<file path="src/supervisor_pkg.sv">
// Operation
// - Reset held through undervoltage, then 250 ms
// - Strap picks watchdog period 150/600/1200 ms
// - Manual input ignores lows under 1 ms
// - Manual low of 1 ms forces reset
// - Tolerance strap picks 5% or 10% comparator
// - Any cause drives both reset outputs
// - Reset stays one active period after cause
// - No kick falling edge within period: reset
// - Low reset output is open drain
// - Kick falling edge restarts watchdog while reset is released; kicks during reset are ignored
package supervisor_pkg;

    localparam int CLK_FREQ_KHZ = 250000;

    localparam int RESET_ACTIVE_MS = 250;
    localparam int WDT_SHORT_MS = 150;
    localparam int WDT_MID_MS = 600;
    localparam int WDT_LONG_MS = 1200;
    localparam int DEBOUNCE_MS = 1;

    localparam int RESET_ACTIVE_CYCLES = RESET_ACTIVE_MS * CLK_FREQ_KHZ;
    localparam int WDT_SHORT_CYCLES = WDT_SHORT_MS * CLK_FREQ_KHZ;
    localparam int WDT_MID_CYCLES = WDT_MID_MS * CLK_FREQ_KHZ;
    localparam int WDT_LONG_CYCLES = WDT_LONG_MS * CLK_FREQ_KHZ;
    localparam int DEBOUNCE_CYCLES = DEBOUNCE_MS * CLK_FREQ_KHZ;

    localparam int CNT_W = 32;

    // timeout strap encoding, code 3 cannot be strapped
    localparam logic [1:0] TSEL_TIED_LOW = 2'h0;
    localparam logic [1:0] TSEL_OPEN = 2'h1;
    localparam logic [1:0] TSEL_TIED_HIGH = 2'h2;

    // pin positions in the synchroniser vector
    localparam int PIN_MANUAL = 0;
    localparam int PIN_KICK = 1;
    localparam int PIN_BELOW_5 = 2;
    localparam int PIN_BELOW_10 = 3;
    localparam int PIN_TOLERANCE = 4;
    localparam int PIN_TSEL_LO = 5;
    localparam int PIN_TSEL_HI = 6;
    localparam int PIN_COUNT = 7;

    localparam logic [PIN_COUNT-1:0] PINS_RESET = 7'h00;
    localparam logic [CNT_W-1:0] CNT_ZERO = 32'h0;
    localparam logic [CNT_W-1:0] CNT_ONE = 32'h1;

    typedef enum logic [2:0] {
        SUP_HOLD = 3'h1,
        SUP_STRETCH = 3'h2,
        SUP_RUN = 3'h4
    } sup_state_e;

endpackage

</file>
<file path="src/manual_reset_filter.sv">
`timescale 1ns/1ps
module manual_reset_filter #(
    parameter int FILTER_CYCLES = supervisor_pkg::DEBOUNCE_CYCLES
) (
    // clock and reset
    input wire logic core_clk,
    input wire logic sys_rst,
    // synchronised level, high while the input is pulled low
    input wire logic pin_low,
    // debounced press
    output logic pressed
);
    import supervisor_pkg::*;

    typedef struct packed {
        logic [CNT_W-1:0] count;
        logic pressed;
    } filt_s;

    localparam filt_s FILT_RESET = '{count: CNT_ZERO, pressed: 1'b0};
    localparam logic [CNT_W-1:0] LAST = CNT_W'(FILTER_CYCLES - 1);

    filt_s regs;
    filt_s next_regs;

    // a press must stand a full filter time; release ends it at once
    always_comb begin
        next_regs = regs;
        if (!pin_low) begin
            next_regs.count = CNT_ZERO;
            next_regs.pressed = 1'b0;
        end else if (regs.count >= LAST) begin
            next_regs.pressed = 1'b1;
        end else begin
            next_regs.count = regs.count + CNT_ONE;
        end
    end

    always_ff @(posedge core_clk or posedge sys_rst) begin
        if (sys_rst) begin
            regs <= FILT_RESET;
        end else begin
            regs <= next_regs;
        end
    end

    assign pressed = regs.pressed;
endmodule

</file>
<file path="src/supervisor_watchdog_reset.sv">
`timescale 1ns/1ps
module supervisor_watchdog_reset #(
    parameter int RESET_ACTIVE_CYCLES = supervisor_pkg::RESET_ACTIVE_CYCLES,
    parameter int WDT_SHORT_CYCLES = supervisor_pkg::WDT_SHORT_CYCLES,
    parameter int WDT_MID_CYCLES = supervisor_pkg::WDT_MID_CYCLES,
    parameter int WDT_LONG_CYCLES = supervisor_pkg::WDT_LONG_CYCLES,
    parameter int DEBOUNCE_CYCLES = supervisor_pkg::DEBOUNCE_CYCLES
) (
    // clock and reset
    input wire logic core_clk,
    input wire logic sys_rst,
    // supply comparator results, high while supply is under that threshold
    input wire logic supply_below_5pct,
    input wire logic supply_below_10pct,
    // straps
    input wire logic tolerance_select,
    input wire logic [1:0] timeout_select,
    // processor side
    input wire logic manual_reset_n,
    input wire logic watchdog_kick_n,
    output logic reset_out_high,
    output logic reset_out_low_n_out,
    output logic reset_out_low_n_oe
);
    import supervisor_pkg::*;

    typedef struct packed {
        logic [PIN_COUNT-1:0] sync1;
        logic [PIN_COUNT-1:0] sync2;
        logic kick_prev;
        sup_state_e state;
        logic [CNT_W-1:0] count;
        logic rst_high;
        logic drive_level;
        logic drive_en;
    } sup_s;

    localparam sup_s SUP_RESET = '{
        sync1: PINS_RESET,
        sync2: PINS_RESET,
        kick_prev: 1'b0,
        state: SUP_HOLD,
        count: CNT_ZERO,
        rst_high: 1'b1,
        drive_level: 1'b0,
        drive_en: 1'b1
    };

    localparam logic [CNT_W-1:0] RESET_LAST = CNT_W'(RESET_ACTIVE_CYCLES - 1);

    // last count of the watchdog period for a strap code
    function automatic logic [CNT_W-1:0] wdt_last(input logic [1:0] code);
        logic [CNT_W-1:0] last;
        last = CNT_W'(WDT_MID_CYCLES - 1);
        if (code == TSEL_TIED_LOW) begin
            last = CNT_W'(WDT_SHORT_CYCLES - 1);
        end else if (code == TSEL_TIED_HIGH) begin
            last = CNT_W'(WDT_LONG_CYCLES - 1);
        end
        return last;
    endfunction

    sup_s regs;
    sup_s next_regs;
    logic [PIN_COUNT-1:0] pins;
    logic manual_pressed;
    logic kick_fall;
    logic supply_low;
    logic cause;
    logic [CNT_W-1:0] wdt_limit;

    always_comb begin
        pins = '0;
        pins[PIN_MANUAL] = manual_reset_n;
        pins[PIN_KICK] = watchdog_kick_n;
        pins[PIN_BELOW_5] = supply_below_5pct;
        pins[PIN_BELOW_10] = supply_below_10pct;
        pins[PIN_TOLERANCE] = tolerance_select;
        pins[PIN_TSEL_LO] = timeout_select[0];
        pins[PIN_TSEL_HI] = timeout_select[1];
    end

    manual_reset_filter #(
        .FILTER_CYCLES(DEBOUNCE_CYCLES)
    ) u_manual_reset_filter (
        .core_clk(core_clk),
        .sys_rst(sys_rst),
        .pin_low(~regs.sync2[PIN_MANUAL]),
        .pressed(manual_pressed)
    );

    // falling edge of the kick; a pulse of a few cycles still counts
    assign kick_fall = regs.kick_prev & ~regs.sync2[PIN_KICK];
    assign supply_low = regs.sync2[PIN_TOLERANCE] ? regs.sync2[PIN_BELOW_10] : regs.sync2[PIN_BELOW_5];
    assign cause = supply_low | manual_pressed;
    assign wdt_limit = wdt_last({regs.sync2[PIN_TSEL_HI], regs.sync2[PIN_TSEL_LO]});

    always_comb begin
        next_regs = regs;
        next_regs.sync1 = pins;
        next_regs.sync2 = regs.sync1;
        next_regs.kick_prev = regs.sync2[PIN_KICK];
        unique case (regs.state)
            SUP_HOLD: begin
                next_regs.count = CNT_ZERO;
                if (!cause) begin
                    next_regs.state = SUP_STRETCH;
                end
            end
            SUP_STRETCH: begin
                if (cause) begin
                    // a fresh cause restarts the whole active period
                    next_regs.state = SUP_HOLD;
                    next_regs.count = CNT_ZERO;
                end else if (regs.count >= RESET_LAST) begin
                    next_regs.state = SUP_RUN;
                    next_regs.count = CNT_ZERO;
                end else begin
                    next_regs.count = regs.count + CNT_ONE;
                end
            end
            SUP_RUN: begin
                if (cause) begin
                    next_regs.state = SUP_HOLD;
                    next_regs.count = CNT_ZERO;
                end else if (kick_fall) begin
                    next_regs.count = CNT_ZERO;
                end else if (regs.count >= wdt_limit) begin
                    // >= so a strap moved to a shorter period still expires
                    next_regs.state = SUP_STRETCH;
                    next_regs.count = CNT_ZERO;
                end else begin
                    next_regs.count = regs.count + CNT_ONE;
                end
            end
            default: begin
                next_regs.state = SUP_HOLD;
                next_regs.count = CNT_ZERO;
            end
        endcase
        next_regs.rst_high = (next_regs.state != SUP_RUN);
        next_regs.drive_level = 1'b0;
        next_regs.drive_en = (next_regs.state != SUP_RUN);
    end

    always_ff @(posedge core_clk or posedge sys_rst) begin
        if (sys_rst) begin
            regs <= SUP_RESET;
        end else begin
            regs <= next_regs;
        end
    end

    assign reset_out_high = regs.rst_high;
    assign reset_out_low_n_out = regs.drive_level;
    assign reset_out_low_n_oe = regs.drive_en;
endmodule

</file>
<file path="config.mk">
export PLATFORM = sky130hd
export DESIGN_NAME = supervisor_watchdog_reset
export DESIGN_NICKNAME = d
export VERILOG_FILES = /design/src/supervisor_pkg.sv /design/src/manual_reset_filter.sv /design/src/supervisor_watchdog_reset.sv
export SDC_FILE = /design/constraint.sdc
export NUM_CORES = 1
export LEC_CHECK = 0
export BUFFER_PORTS_ARGS = -buffer_cell sky130_fd_sc_hd__buf_2
export CELL_PAD_IN_SITES_DETAIL_PLACEMENT = 0
export CELL_PAD_IN_SITES_GLOBAL_PLACEMENT = 2
export CORE_MARGIN = 3
export CORE_UTILIZATION = 41
export CTS_CLUSTER_DIAMETER = 120
export DETAILED_ROUTE_END_ITERATION = 7
export PLACE_DENSITY_LB_ADDON = 0.1
export SETUP_SLACK_MARGIN = 0.5
export SYNTH_ARGS = -nofsm -noshare
export SYNTH_HDL_FRONTEND = slang
export SYNTH_SLANG_ARGS = --single-unit
</file>
<file path="constraint.sdc">
create_clock -name core_clk -period 4.5 [get_ports core_clk]
set_clock_uncertainty 0.05 [all_clocks]
set_input_delay 1.35 -clock core_clk [delete_from_list [all_inputs] [get_ports core_clk]]
set_output_delay 1.35 -clock core_clk [all_outputs]
set_load 0.05 [all_outputs]
</file>
# --- Word-level counts from Yosys, hierarchy flattened ---
# Cells that the tools add are included.
# W data, S select, Z words.
word_totals:
  register_bits: 84
classes:
  addsub: 2
  n_lt_le_gt_ge: 3
  n_eq_ne: 6
  muxes: 16
  n_bitwise: 3
  reduce_logical: 2
op_table:
  columns: ["op", "count"]
  rows:
  - ["$mux W32", 4]
  - ["$pmux W35 S3", 1]
  - ["$mux W35", 2]
  - ["$add A32 B1 Y32 const B", 2]
  - ["$mux W29", 2]
  - ["$mux W33", 1]
  - ["$ge A32 B18 Y1 const B", 1]
  - ["$ge A32 B26 Y1 const B", 1]
  - ["$ge A32 B32 Y1", 1]
  - ["$mux W3", 4]
  - ["$eq A3 B1 Y1 const B", 1]
  - ["$eq A3 B2 Y1 const B", 1]
  - ["$eq A3 B3 Y1 const B", 1]
  - ["$ne A3 B3 Y1 const B", 1]
  - ["$eq A2 B2 Y1 const B", 1]
  - ["$logic_not A2 Y1", 1]
  - ["$mux W1", 2]
  - ["$ne A2 B2 Y1 const B", 1]
  - ["$reduce_bool A2 Y1", 1]
  - ["$and A1 B1 Y1", 1]
  - ["$not A1 Y1", 1]
  - ["$or A1 B1 Y1", 1]

# --- Longest topological paths before layout ---
logic_depth:
  depth_word: 9
  ltp_mapped: 11
  mapped_depth_nobuf: 10

# --- Hierarchy ---
# A second synthesis with hierarchy kept.
unflattened:
  cells_unflattened: 407
  hier_area_um2: 4134.0
by_module_without_submodules:
  columns: ["module", "instances", "cells_per_inst", "area_each_um2", "seq_area_each_um2"]
  rows:
  - ["supervisor_watchdog_reset", 1, 261, 2632.5, 1278.7]
  - ["manual_reset_filter", 1, 146, 1501.4, 825.8]

# --- Worst setup path after synthesis ---
# Ideal clock, no wire load.
synth_timing:
  path_kind: "register -> output"
  startpoint: "register regs, in the netlist reset_out_low_n_oe"
  endpoint: "output reset_out_low_n_oe"
  t_arrival_ns: 0.917
  setup_slack_ns: 2.183
  stages_incl_launch_ff: 2
  n_path_buf: 1
  cell_sequence: "dfstp_2 > buf_4"
synth_lines:
  columns: ["element", "line_no", "source"]
  rows:
  - ["start: declaration", "supervisor_watchdog_reset.sv:63", "sup_s regs;"]
  - ["start signal: assignment", "supervisor_watchdog_reset.sv:150", "regs <= next_regs;"]
  - ["end: declaration", "supervisor_watchdog_reset.sv:23", "output logic reset_out_low_n_oe"]
# No word-level cell between the ends.

==> metrics.txt <==
Layout Utilization around 46%; GRT overflow 0; Final Setup Violations 0; Tot Pwr ~1.5 mW; pin count of the biggest net entering global routing 57; diodes inserted 0; met3 Use GR under 10%; Worst setup SP type register; Post-Syn Area about 0.0041 sq mm; delay-heaviest family, CP compound AO/OA/AOI/OAI gates; clk sinks between 80 and 90; Worst Tran Pin Value 0.9892 ns; final worst-path cycle share about two thirds; most frequent cells in the layout 82 x dfrtp_1, 63 x nor2_1, 27 x nand2_1; Hold Crit Class reg2reg; Port Buffers 10; Max Cap Viol 0; Critical Path Sink Type register; Post-CTS Setup Repair Bufs 0; Max VDD drop around 0.16 mV; CP Cell Sequence inv_1 -> nand2_1 -> ha_1 -> a21o_1 -> a211oi_1 -> o21bai_1 -> o311a_1 -> o22a_1 -> buf_4 -> nor2_1; Avg Inst Size Synth 10.25 sq um; Num CTS Buffers 9; met2 usage between 20% and 30%; Area growth syn-to-layout 9.209%; GRT met1 Usage between 20% and 30%; TritonRoute pass-1 iters 4; core footprint roughly 0.01 sq mm; dpl ws 1.458 ns; Ys Warns 0; minimum clock period a little over 3 ns; Critical Path RT around 4.7 ns; row cnt 36; Yosys cell types between 50 and 60; status completed; hold_sp next_regs[43]; global-route wire length before repair approximately 14 mm; Slew headroom 34.05%; Total Routing Usage GR between 10% and 20%; RSZ-0062 raised after global routing no; DIE AREA ~0.011 sq mm; antenna viol nets, final 0; Seq/Total Area, Yosys roughly 50%; DRC errors left 0; worst-path fanout max 16; Resize count post-CTS 0; layout cells sized above 1 9.069%; ys flop type dfrtp_1; crit path from regs[44]; switching part of the total power between 20% and 30%; die width roughly 110 um; clock tree buffer depth 2; Pins Over Slew Limit 0; sequential share of power a little over half; Root Buffer clkbuf_8; FF+latch count, synth 84; Syn Inst Count ~400; TNS Setup 0 ns; Clk pwr share about two fifths; leakage power between 1.5 and 2 nW; Final nets between 400 and 500; routed length per instance between 10 and 15 um; Worst-Skew Late Latency about 0.35 ns; DR iter-0 viols approximately 110; Via-to-Cell Ratio a little over 5; CP max stage delay about 0.42 ns; fmax roughly 330 MHz; # IOs 12; Non-Filler Instances about 550; hold buffer count at cts 0; clk slew on worst S/H paths roughly 0.090 ns; WP buf/inv 2; EDFF count, synth 0; commonest non-fill, non-tap cell in the layout dfrtp_1; final WL approximately 8 mm; final worst setup slack ~1.5 ns; Placer Congestion slightly above 0.8; R2R Path Start regs[44]; Fin. Hold Viols 0; switching power total around 0.38 mW; initial antenna violation count 0; placed cell count between 500 and 600; internal power 1.079 mW; Die Height ~110 um; most used routing layer met2; fraction of registers with async set/reset between 90% and 100%; HPWL after DPL roughly 5.6 mm; power density over the cells approximately 320 mW/mm^2; crit path max-delay cell type dfrtp_1; vias in the first global route about 2.8k; Vias ~2.8k; H-tree depth 3; Comb power frac between 6 and 7%; Crit Path Category reg2reg; initial core utilization between 40% and 50%; CP arrival between 3 and 4 ns; CTS tree yes
[cell type report]
cell class / instances / area, sq um
clock buffers: 9 / 123.9
clock inverters: 7 / 83.83
fillers: 966 / 5264
inverters: 10 / 38.79
multi-input cells: 295 / 1913
flip-flops and latches: 84 / 2105
well taps: 133 / 166.4
repair buffers: 14 / 80.08
[sequential cells by signal, summed over array words and instances, names as in the netlist]
register and cells:
reset_out_low_n_oe 1, u_manual_reset_filter.regs 32, u_manual_reset_filter.pressed 1, next_regs 8
regs 42
[synthesized netlist by cell type, types with 3 or more instances]
cell type | n | share of area [%]
o211ai_1 | 3 | 0.55
inv_1 | 10 | 0.91
nand4_1 | 10 | 1.5
o21ai_0 | 6 | 0.73
nand2_1 | 27 | 2.5
xor2_1 | 15 | 3.2
a21oi_1 | 5 | 0.61
nor4_1 | 18 | 2.7
ha_1 | 21 | 6.4
nor2_1 | 63 | 5.7
and4_1 | 5 | 1.1
nand3_1 | 15 | 1.8
a211oi_1 | 8 | 1.5
and3_1 | 8 | 1.2
dfrtp_1 | 82 | 50
clkbuf_1 | 7 | 0.64
xnor2_1 | 26 | 5.5
nor2b_1 | 21 | 3.2
buf_2 | 5 | 0.61
nor3_1 | 7 | 0.85
[through the flow]
step / hold WS (ns) / area, sq um
5_1_grt: 0.3160 / 4511
3_5_place_dp: 0.2847 / 4303
3_3_place_gp: 0.2836 / 4303
2_1_floorplan: 0.2812 / 4138
4_1_cts: 0.3046 / 4511
6_report: 0.3040 / 4511
[cell families (layout without fill, tap and decap cells)]
kind of cell / Yosys count / count (layout) / synth area share [%]
AND/OR/NAND/NOR: 189 / 189 / 23.54
flip-flops: 84 / 84 / 50.95
XOR/XNOR: 41 / 41 / 8.694
AO/OA/AOI/OAI: 37 / 37 / 6.392
buffers and inverters: 26 / 40 / 2.908
adder cells (fa/ha/maj): 21 / 21 / 6.362
multiplexers: 4 / 4 / 1.060
other: 1 / 3 / 0.09079
[layer usage]
metal	vias to the layer above	routed length (um)
met5	-	0
li1	1427	-
met4	0	82
met1	1340	4183
met3	6	196
met2	25	3641
[final timing paths]
| kind | to | slack, ns | cells after the start |
|---|---|---|---|
| worst max-delay path | regs[31] | 1.48 | 10 |
| worst min-delay path | regs[43] | 0.30 | 0 |
| worst max register to register | regs[31] | 1.48 | 10 |
| worst min register to register | regs[43] | 0.30 | 0 |
| max in group asynchronous | regs[35] | 2.47 | 3 |
| min in group asynchronous | u_manual_reset_filter.regs[7] | 1.12 | 2 |
[power by group through the flow]
| stage | combinational (mW) | clock [mW] | sequential (mW) |
|---|---|---|---|
| after floorplan | 0.0719 | 0 | 0.812 |
| after global placement | 0.0967 | 0 | 0.812 |
| after detailed placement | 0.0963 | 0 | 0.813 |
| after CTS | 0.0969 | 0.589 | 0.798 |
| after global routing | 0.108 | 0.625 | 0.801 |
| final | 0.0946 | 0.566 | 0.798 |
Power figures use the tool's default switching activity.
